<file path="src/ecm_pkg.sv">
// Package: constants, register map and states of the ECC chip controller
package ecm_pkg;

   // ****************************************
   // Clock and timing
   // ****************************************
   localparam int CLK_PERIOD_NS = 10;
   localparam int CHECK_GEN_NS  = 30;
   localparam int FLAG_VALID_NS = 50;
   localparam int BUF_EN_NS     = 15;
   localparam int SYNC_STAGES   = 2;
   localparam logic [3:0] CHECK_GEN_CYC =
      4'((CHECK_GEN_NS + CLK_PERIOD_NS - 1) / CLK_PERIOD_NS);
   // Flags pass the synchroniser before they are looked at
   localparam logic [3:0] FLAG_WAIT_CYC =
      4'((FLAG_VALID_NS + CLK_PERIOD_NS - 1) / CLK_PERIOD_NS + SYNC_STAGES);
   localparam logic [3:0] BUF_WAIT_CYC  =
      4'((BUF_EN_NS + CLK_PERIOD_NS - 1) / CLK_PERIOD_NS + SYNC_STAGES);

   // ****************************************
   // Widths and modes
   // ****************************************
   localparam int DATA_W = 16;
   localparam logic [2:0] MODE_NORMAL_WRITE = 3'h0;
   localparam logic [2:0] MODE_NORMAL_READ  = 3'h4;

   // ****************************************
   // Software register map
   // ****************************************
   localparam logic [7:0] REG_CTRL   = 8'h00;
   localparam logic [7:0] REG_WDATA  = 8'h04;
   localparam logic [7:0] REG_RDATA  = 8'h08;
   localparam logic [7:0] REG_STATUS = 8'h0C;
   localparam logic [7:0] REG_ERRCNT = 8'h10;
   localparam int CTRL_START_WR = 0;
   localparam int CTRL_START_RD = 1;
   localparam int CTRL_SCRUB_EN = 2;
   localparam logic [31:0] RST_WORD  = 32'h0000_0000;

   typedef enum logic [1:0] {
      ECM_ERR_NONE   = 2'b00,
      ECM_ERR_CHECK  = 2'b01,
      ECM_ERR_DATA   = 2'b10,
      ECM_ERR_DOUBLE = 2'b11
   } ecm_err_e;

   typedef enum logic [3:0] {
      ECM_IDLE     = 4'b0000,
      ECM_WR_GEN   = 4'b0001,
      ECM_WR_PULSE = 4'b0010,
      ECM_RD_OPEN  = 4'b0011,
      ECM_RD_LATCH = 4'b0100,
      ECM_RD_DRIVE = 4'b0101,
      ECM_WB_GEN   = 4'b0110,
      ECM_WB_PULSE = 4'b0111
   } ecm_state_e;

endpackage : ecm_pkg

</file>
<file path="src/ecm_flag_if.sv">
// Interface: synchronised and classified error flags
`timescale 1ns/1ps
interface ecm_flag_if;
   logic                 any_err;
   ecm_pkg::ecm_err_e    err_class;
   modport src (output any_err, output err_class);
   modport dst (input any_err, input err_class);
endinterface : ecm_flag_if

</file>
<file path="src/ecm_ctrl.sv">
// Module: host controller that sequences writes, reads and scrubs of the ECC chip
// Behaviour
// - Syndrome output enable held low always
// - Write: data latch high, others low
// - Read: both input latches high, mode 4
// - Any-error low means no further action
// - Data scrub: latch, buffers on, rewrite
// - Check scrub: data latch low, regenerate
// - Wait on each read until flags settle
// - Latch enables may be tied together
// - Double error needs other recovery
//
// The implementer's own choices: the register addresses and strobed register access.
`timescale 1ns/1ps
module ecm_ctrl (
   // Clock and reset
   input  wire logic        core_clk,
   input  wire logic        rstn,
   // Software port
   input  wire logic [7:0]  addr,
   input  wire logic [31:0] wdata,
   input  wire logic        wr_stb,
   input  wire logic        rd_stb,
   output logic [31:0]      rdata,
   // Device control pins
   output logic             data_in_latch_enable,
   output logic             check_syndrome_latch_enable,
   output logic             output_latch_enable_n,
   output logic             syndrome_output_enable_n,
   output logic             data_buffer_enable_lo_n,
   output logic             data_buffer_enable_hi_n,
   output logic             mode_rw_bit,
   output logic             mode_select_bit1,
   output logic             mode_select_bit0,
   // Device flags
   input  wire logic        any_error_flag,
   input  wire logic        error_class_flag_low,
   input  wire logic        error_class_flag_high,
   // Data port, two-way
   input  wire logic [15:0] data_port_pins_in,
   output logic [15:0]      data_port_pins_out,
   output logic [15:0]      data_port_pins_oe,
   // Memory strobes
   output logic             mem_read_en,
   output logic             mem_write_en,
   // Processor wait
   output logic             proc_wait
);
   // ****************************************
   // Flag synchroniser
   // ****************************************
   ecm_flag_if flg ();
   ecm_flag_sync u_sync (
      .core_clk              (core_clk),
      .rstn                  (rstn),
      .any_error_flag        (any_error_flag),
      .error_class_flag_low  (error_class_flag_low),
      .error_class_flag_high (error_class_flag_high),
      .flags                 (flg)
   );

   // ****************************************
   // State and registers
   // ****************************************
   ecm_pkg::ecm_state_e state_r, state_nxt;
   logic [3:0]          cnt_r, cnt_nxt;
   logic [15:0]         wdata_r;
   logic [15:0]         rdata_r;
   logic                scrub_en_r;
   ecm_pkg::ecm_err_e   last_err_r;
   logic [15:0]         errcnt_r;
   logic [31:0]         rd_word_r;
   logic [15:0]         din_meta_r;
   logic [15:0]         din_sync_r;

   wire sel_ctrl   = (addr == ecm_pkg::REG_CTRL);
   wire sel_wdata  = (addr == ecm_pkg::REG_WDATA);
   wire idle       = (state_r == ecm_pkg::ECM_IDLE);
   wire start_wr   = wr_stb && sel_ctrl && wdata[ecm_pkg::CTRL_START_WR] && idle;
   wire start_rd   = wr_stb && sel_ctrl && wdata[ecm_pkg::CTRL_START_RD] && idle && !start_wr;
   wire cnt_done   = (cnt_r == 4'h0);
   wire need_wb    = scrub_en_r &&
                     ((last_err_r == ecm_pkg::ECM_ERR_DATA) || (last_err_r == ecm_pkg::ECM_ERR_CHECK));

   // ****************************************
   // Sequencer
   // ****************************************
   always_comb begin
      state_nxt = state_r;
      cnt_nxt   = cnt_done ? 4'h0 : cnt_r - 4'h1;
      case (state_r)
         ecm_pkg::ECM_IDLE: begin
            if (start_wr) begin
               state_nxt = ecm_pkg::ECM_WR_GEN;
               cnt_nxt   = ecm_pkg::CHECK_GEN_CYC;
            end else if (start_rd) begin
               state_nxt = ecm_pkg::ECM_RD_OPEN;
               cnt_nxt   = ecm_pkg::FLAG_WAIT_CYC;
            end
         end
         ecm_pkg::ECM_WR_GEN:   if (cnt_done) state_nxt = ecm_pkg::ECM_WR_PULSE;
         ecm_pkg::ECM_WR_PULSE: state_nxt = ecm_pkg::ECM_IDLE;
         ecm_pkg::ECM_RD_OPEN:  if (cnt_done) state_nxt = ecm_pkg::ECM_RD_LATCH;
         ecm_pkg::ECM_RD_LATCH: begin
            state_nxt = ecm_pkg::ECM_RD_DRIVE;
            cnt_nxt   = ecm_pkg::BUF_WAIT_CYC;
         end
         ecm_pkg::ECM_RD_DRIVE: begin
            if (cnt_done) begin
               state_nxt = need_wb ? ecm_pkg::ECM_WB_GEN : ecm_pkg::ECM_IDLE;
               cnt_nxt   = ecm_pkg::CHECK_GEN_CYC;
            end
         end
         ecm_pkg::ECM_WB_GEN:   if (cnt_done) state_nxt = ecm_pkg::ECM_WB_PULSE;
         ecm_pkg::ECM_WB_PULSE: state_nxt = ecm_pkg::ECM_IDLE;
         default:               state_nxt = ecm_pkg::ECM_IDLE;
      endcase
   end

   always_ff @(posedge core_clk) begin
      if (!rstn) begin
         state_r <= ecm_pkg::ECM_IDLE;
         cnt_r   <= 4'h0;
      end else begin
         state_r <= state_nxt;
         cnt_r   <= cnt_nxt;
      end
   end

   // ****************************************
   // Data input synchroniser and captures
   // ****************************************
   always_ff @(posedge core_clk) begin
      if (!rstn) begin
         din_meta_r <= 16'h0000;
         din_sync_r <= 16'h0000;
      end else begin
         din_meta_r <= data_port_pins_in;
         din_sync_r <= din_meta_r;
      end
   end

   always_ff @(posedge core_clk) begin
      if (!rstn) begin
         wdata_r    <= 16'h0000;
         scrub_en_r <= 1'b0;
         last_err_r <= ecm_pkg::ECM_ERR_NONE;
         errcnt_r   <= 16'h0000;
         rdata_r    <= 16'h0000;
      end else begin
         if (wr_stb && sel_wdata && idle)
            wdata_r <= wdata[15:0];
         if (wr_stb && sel_ctrl)
            scrub_en_r <= wdata[ecm_pkg::CTRL_SCRUB_EN];
         // Flags are judged once, when the read settle time has run out
         if (state_r == ecm_pkg::ECM_RD_OPEN && cnt_done) begin
            last_err_r <= flg.err_class;
            if (flg.any_err)
               errcnt_r <= errcnt_r + 16'h0001;
         end
         // Device output latch already holds the corrected word
         if (state_r == ecm_pkg::ECM_RD_DRIVE && cnt_done)
            rdata_r <= din_sync_r;
      end
   end

   // ****************************************
   // Software read port
   // ****************************************
   wire [31:0] status_word = {28'h000_0000, last_err_r, 1'b0, !idle};
   wire [31:0] rd_mux =
      (addr == ecm_pkg::REG_CTRL)   ? {29'h0000_0000, scrub_en_r, 2'b00} :
      (addr == ecm_pkg::REG_WDATA)  ? {16'h0000, wdata_r} :
      (addr == ecm_pkg::REG_RDATA)  ? {16'h0000, rdata_r} :
      (addr == ecm_pkg::REG_STATUS) ? status_word :
      (addr == ecm_pkg::REG_ERRCNT) ? {16'h0000, errcnt_r} : ecm_pkg::RST_WORD;

   always_ff @(posedge core_clk) begin
      if (!rstn)
         rd_word_r <= ecm_pkg::RST_WORD;
      else if (rd_stb)
         rd_word_r <= rd_mux;
   end
   assign rdata = rd_word_r;

   // ****************************************
   // Pin drive
   // ****************************************
   wire st_wr    = (state_r == ecm_pkg::ECM_WR_GEN) || (state_r == ecm_pkg::ECM_WR_PULSE);
   wire st_rd    = (state_r == ecm_pkg::ECM_RD_OPEN);
   wire st_wb    = (state_r == ecm_pkg::ECM_WB_GEN) || (state_r == ecm_pkg::ECM_WB_PULSE);
   wire st_drive = (state_r == ecm_pkg::ECM_RD_DRIVE) || st_wb;
   // A check bit error needs the data latch low so regenerated bits match the data
   wire latch_wb = 1'b0;

   assign syndrome_output_enable_n    = 1'b0;
   assign data_in_latch_enable        = st_wr || st_rd || (st_wb && latch_wb);
   // Check latch opens only in the read state; the data latch also opens in the write states
   assign check_syndrome_latch_enable = st_rd;
   // Output latches close after the read settles and hold through the write-back
   assign output_latch_enable_n       = !(st_wr || st_rd);
   assign data_buffer_enable_lo_n     = !st_drive;
   assign data_buffer_enable_hi_n     = !st_drive;
   // Mode 4 only while reading; rw low releases the check port back to the device
   assign mode_rw_bit      = (st_rd || state_r == ecm_pkg::ECM_RD_LATCH ||
                              state_r == ecm_pkg::ECM_RD_DRIVE) ? ecm_pkg::MODE_NORMAL_READ[2]
                                                                : ecm_pkg::MODE_NORMAL_WRITE[2];
   assign mode_select_bit1 = ecm_pkg::MODE_NORMAL_WRITE[1];
   assign mode_select_bit0 = ecm_pkg::MODE_NORMAL_WRITE[0];
   assign data_port_pins_out = wdata_r;
   assign data_port_pins_oe  = st_wr ? 16'hFFFF : 16'h0000;
   assign mem_read_en  = st_rd;
   assign mem_write_en = (state_r == ecm_pkg::ECM_WR_PULSE) || (state_r == ecm_pkg::ECM_WB_PULSE);
   // Double errors are only reported; software chooses the recovery
   assign proc_wait    = !idle;

   // ****************************************
   // Checks
   // ****************************************
   buf_oe_excl_a: assert property (@(posedge core_clk) disable iff (!rstn)
      !(data_port_pins_oe != 16'h0000 && (!data_buffer_enable_lo_n || !data_buffer_enable_hi_n)))
      else $error("host and device drive data port together");
   synd_low_a: assert property (@(posedge core_clk) disable iff (!rstn)
      !syndrome_output_enable_n) else $error("syndrome output enable not low");
   rd_mode_a: assert property (@(posedge core_clk) disable iff (!rstn)
      mem_read_en |-> (mode_rw_bit && data_in_latch_enable && check_syndrome_latch_enable))
      else $error("read without mode 4 and open latches");
   wr_mode_a: assert property (@(posedge core_clk) disable iff (!rstn)
      (state_r == ecm_pkg::ECM_WR_GEN) |-> (!mode_rw_bit && !check_syndrome_latch_enable &&
                                           !output_latch_enable_n)) else $error("write setup wrong");
   wr_settle_a: assert property (@(posedge core_clk) disable iff (!rstn)
      start_wr |=> (!mem_write_en)[*3] ##1 (!mem_write_en) ##1 mem_write_en)
      else $error("write strobe not after check settle");
   rd_wait_a: assert property (@(posedge core_clk) disable iff (!rstn)
      start_rd |=> mem_read_en[*8] ##1 !mem_read_en) else $error("read settle time wrong");
   wb_rw_a: assert property (@(posedge core_clk) disable iff (!rstn)
      $rose(mem_write_en) && !data_port_pins_oe[0] |-> (!mode_rw_bit && output_latch_enable_n &&
                                                         !data_buffer_enable_hi_n))
      else $error("write-back without latched output");
   ck_scrub_a: assert property (@(posedge core_clk) disable iff (!rstn)
      st_wb |-> !data_in_latch_enable && !mem_read_en) else $error("check scrub data latch open");
   no_wb_a: assert property (@(posedge core_clk) disable iff (!rstn)
      (state_r == ecm_pkg::ECM_RD_DRIVE && cnt_done && last_err_r == ecm_pkg::ECM_ERR_NONE)
      |=> idle) else $error("action taken without error");
endmodule : ecm_ctrl

</file>
<file path="src/ecm_flag_sync.sv">
// Module: synchroniser and classifier for the device error flags
`timescale 1ns/1ps
module ecm_flag_sync (
   // Clock and reset
   input  wire logic core_clk,
   input  wire logic rstn,
   // Device flags
   input  wire logic any_error_flag,
   input  wire logic error_class_flag_low,
   input  wire logic error_class_flag_high,
   // Result
   ecm_flag_if.src   flags
);
   logic [2:0] meta_r;
   logic [2:0] sync_r;

   always_ff @(posedge core_clk) begin
      if (!rstn) begin
         meta_r <= 3'h0;
         sync_r <= 3'h0;
      end else begin
         meta_r <= {error_class_flag_high, error_class_flag_low, any_error_flag};
         sync_r <= meta_r;
      end
   end

   // With the flag low nothing more needs doing for the read
   assign flags.any_err   = sync_r[0];
   // High class flag alone marks a check bit, both a data bit, neither a double
   assign flags.err_class = !sync_r[0] ? ecm_pkg::ECM_ERR_NONE   :
                            !sync_r[2] ? ecm_pkg::ECM_ERR_DOUBLE :
                            sync_r[1]  ? ecm_pkg::ECM_ERR_DATA   : ecm_pkg::ECM_ERR_CHECK;
endmodule : ecm_flag_sync

</file>
<file path="config.mk">
export PLATFORM = sky130hd
export DESIGN_NAME = ecm_ctrl
export DESIGN_NICKNAME = d
export VERILOG_FILES = /design/src/ecm_pkg.sv /design/src/ecm_flag_if.sv /design/src/ecm_ctrl.sv /design/src/ecm_flag_sync.sv
export SDC_FILE = /design/constraint.sdc
export NUM_CORES = 1
export LEC_CHECK = 0
export BUFFER_PORTS_ARGS = -buffer_cell sky130_fd_sc_hd__buf_2
export CAP_MARGIN = 20
export CORE_ASPECT_RATIO = 1.25
export CORE_MARGIN = 2
export CORE_UTILIZATION = 39
export DETAILED_ROUTE_END_ITERATION = 12
export GPL_TIMING_DRIVEN = 0
export SYNTH_ARGS = -nofsm -noshare
export SYNTH_HDL_FRONTEND = slang
export SYNTH_HIERARCHICAL = 1
export SYNTH_SLANG_ARGS = --single-unit
export TNS_END_PERCENT = 5
</file>
<file path="constraint.sdc">
create_clock -name core_clk -period 1.7 [get_ports core_clk]
set_input_delay 0.17 -clock core_clk [delete_from_list [all_inputs] [get_ports core_clk]]
set_output_delay 0.17 -clock core_clk [all_outputs]
set_load 0.005 [all_outputs]
</file>
==> flow_metrics.env <==
export IMPL_status="finished, violations left"
export IMPL_violations="negative setup slack"
export IMPL_grt_pass1_wl_um=20300
export IMPL_crit_buf_inv=2
export IMPL_overflow=0
export IMPL_grt_pass1_vias=4178
export IMPL_dpl_hpwl_um=9320
export IMPL_layout_drive_gt1_share_pct=30.2
export IMPL_core_mm2=0.0128
export IMPL_grt_start_max_net_pins=19
export IMPL_firstDrtPassIters=4
export IMPL_insertion_delay_ps=350
export IMPL_startpoint_type="flip-flop"
export IMPL_cp_max_fo=4
export IMPL_synth_edf_count=0
export IMPL_layout_commonest_cell="buf_2"
export IMPL_area_growth_pct=28.3
export IMPL_whs_path_depth=2
export IMPL_num_antenna_cells=0
export IMPL_start_util_pct=40.1
export IMPL_die_height_um=132
export IMPL_routed_via_density=4.88
export IMPL_synthCells=600
export IMPL_clockBufferDepth=2
export IMPL_crit_path_max_incr_delay_ps=470
export IMPL_synth_largest_area_cell="dfxtp_1"
export IMPL_cp_top_family="simple AND/OR/NAND/NOR gates"
export IMPL_routedWlPerCell_um=13.8
export IMPL_grtUsageTotal_pct=18.0
export IMPL_path_common_cell="buf_4"
export IMPL_arrival_ps=2030
export IMPL_yosys_top_cells_area="dfxtp_1, a21oi_1, and2_1, nand2_1, buf_4"
export IMPL_cts_reportedPaths_clkPinSlew_ps=70
export IMPL_power_leakage_nw=2.63
export IMPL_drv_slew=0
export IMPL_worstSetupEndpointType="flip-flop"
export IMPL_dpl_cell_area_mm2=0.00593
export IMPL_skew_ps=9.39
export IMPL_criticalPathCategory="reg -> reg"
export IMPL_preCtsSetupSlack_ps=-560
export IMPL_layout_common_cells="buf_2, dfxtp_1, nand2_1"
export IMPL_power_frac_clock_pct=30.9
export IMPL_ant_nets=0
export IMPL_min_path_type="in -> reg"
export IMPL_postRouteWirelength_um=12700
export IMPL_tightest_slew_ps=620
export IMPL_finalCriticalPeriod_ps=1750
export IMPL_power_share_combinational_pct=26.9
export IMPL_yosysSeqAreaShare_pct=43.7
export IMPL_power_density_mw_per_mm2=994
export IMPL_gp_congestion=0.834
export IMPL_num_rows=46
export IMPL_final_util_pct=51.4
export IMPL_p_sw_mw=1.77
export IMPL_synth_warnings=6
export IMPL_ys_seq_elements=112
export IMPL_clkSinkCount=112
export IMPL_die_x_um=107
export IMPL_synth_area_mm2=0.00512
export IMPL_htree_levels=3
export IMPL_vias=4466
export IMPL_critPathSlowestCell="or4_1"
export IMPL_critPathRequiredTime_ps=1980
export IMPL_final_nets=808
export IMPL_postLayoutSetupSlackWorst_ps=-49.7
export IMPL_cts_tree="done"
export IMPL_r2r_cells=6
export IMPL_crit_chain="nor4_4, buf_4, nand4_1, buf_4, or4_1, a21oi_1"
export IMPL_min_period_over_period_pct=103
export IMPL_port_buffer_count=103
export IMPL_antenna_found_initial=0
export IMPL_cts_root_buf="clkbuf_16"
export IMPL_maxSlewHeadroom_pct=58.7
export IMPL_p_sw_share_pct=27.1
export IMPL_synth_flop_cell="dfxtp_1"
export IMPL_yosysTopAreaCellShare_pct=43.7
export IMPL_dieArea_mm2=0.0141
export IMPL_drtIter0Drc=171
export IMPL_rsz0062_at_grt="yes"
export IMPL_setup_violations=8
export IMPL_stdcell_area_mm2=0.00657
export IMPL_num_io_pins=139
export IMPL_route_detailed_drc=0
export IMPL_avgSynthCellArea_um2=8.54
export IMPL_ys_async_sr_fraction_pct=0
export IMPL_post_synth_num_cell_types=60
export IMPL_internal_power_mw=4.76
export IMPL_max_clock_freq_mhz=572
export IMPL_hold_viol=0
export IMPL_timing_max_cap_violations=0
export IMPL_numCtsBuffers=9
export IMPL_cp_num_cells=6
export IMPL_ir_drop_uv=840
export IMPL_seqPwrFrac_pct=42.2
## kinds of logic (layout without fill, tap and decap cells)
| kind of cell | count (synthesis) | count (layout) | synth area share, % |
|---|---|---|---|
| simple gates | 248 | 248 | 27.2 |
| compound gates | 127 | 127 | 14.8 |
| flops | 112 | 112 | 43.7 |
| buf+inv | 88 | 218 | 9.59 |
| mux | 18 | 18 | 3.52 |
| xor+xnor | 5 | 5 | 0.855 |
| fa+ha+maj | 1 | 1 | 0.244 |
| other cells | 1 | 19 | 0.0732 |
## metrics by stage
step / total power, mW / TNS, ps / instances / hold slack (ps)
after global placement: 4.23 / -24860 / 889 / 376
after detailed placement: 4.26 / -28220 / 889 / 379
final: 6.53 / -222 / 916 / 22.3
after global routing: 6.86 / -1980 / 916 / 20.7
after CTS: 6.49 / -711 / 913 / 13.4
after floorplan: 3.77 / -5350 / 618 / 292
## cells in the mapped netlist, drive strengths merged, types with 5 or more instances
cell    count
buf        47
mux2i      18
o21ai      12
nand2b     17
nor2       31
a21oi      72
nand3       6
and2       54
or4        11
nand3b     17
nand4       5
inv         8
nand2      78
o211ai     14
dfxtp     112
clkbuf     33
o31ai       8
or3         5
## sequential cells by signal (all words and copies together), names as in the netlist, 2 cells and up
register            cells
cnt_r                   4
data_port_pins_out     16
din_meta_r             16
din_sync_r             16
errcnt_r               16
last_err_r              2
rdata                  16
rdata_r                16
state_r                 3
u_sync/meta_r           3
u_sync/sync_r           3
## layer usage
metal  share of wire (%)  track usage [%]  vias up  wire [µm]
met1                  43             21.6     2061       5480
met4                 1.4             5.77        0        177
met3                 3.6             3.16       13        455
li1                    -                -     2288          -
met2                  52             32.5      104       6550
met5                   0                0        -          0
## area by class of cell
type,instances,area [µm²]
Clock inverter,4,38.8
Sequential cell,112,2270
Inverter,8,30.0
Tap cell,168,210
Fill cell,1248,6200
Clock buffer,11,243
Multi-Input combinational cell,418,2560
Timing Repair Buffer,121,713
Buffer,74,509
## worst paths after layout
path	startpoint	end	slack (ps)
worst max-delay path	cnt_r[3]$_SDFF_PN0_	errcnt_r[15]$_SDFFE_PN0P_	-50
worst min-delay path	data_port_pins_in[10]	din_meta_r[10]$_SDFF_PN0_	20
worst max register to register	cnt_r[3]$_SDFF_PN0_	errcnt_r[15]$_SDFFE_PN0P_	-50
worst min register to register	din_meta_r[15]$_SDFF_PN0_	din_sync_r[15]$_SDFF_PN0_	430
## repair_timing
action	CTS	global route
endpoints found under the setup margin	71	60
resized for setup	41	30
setup buffers	14	3
hold buffers	0	0
hold endpoints to repair	0	0
cloned	1	0
pin swaps	19	11
## power by group through the flow
| stage | logic (mW) | registers (mW) | clock network (mW) |
|---|---|---|---|
| 2_1_floorplan | 0.989 | 2.78 | 0 |
| 3_3_place_gp | 1.44 | 2.79 | 0 |
| 3_5_place_dp | 1.47 | 2.79 | 0 |
| 4_1_cts | 1.67 | 2.75 | 2.07 |
| 5_1_grt | 1.91 | 2.77 | 2.19 |
| 6_report | 1.76 | 2.76 | 2.02 |
(Power assumes the default switching activity.)
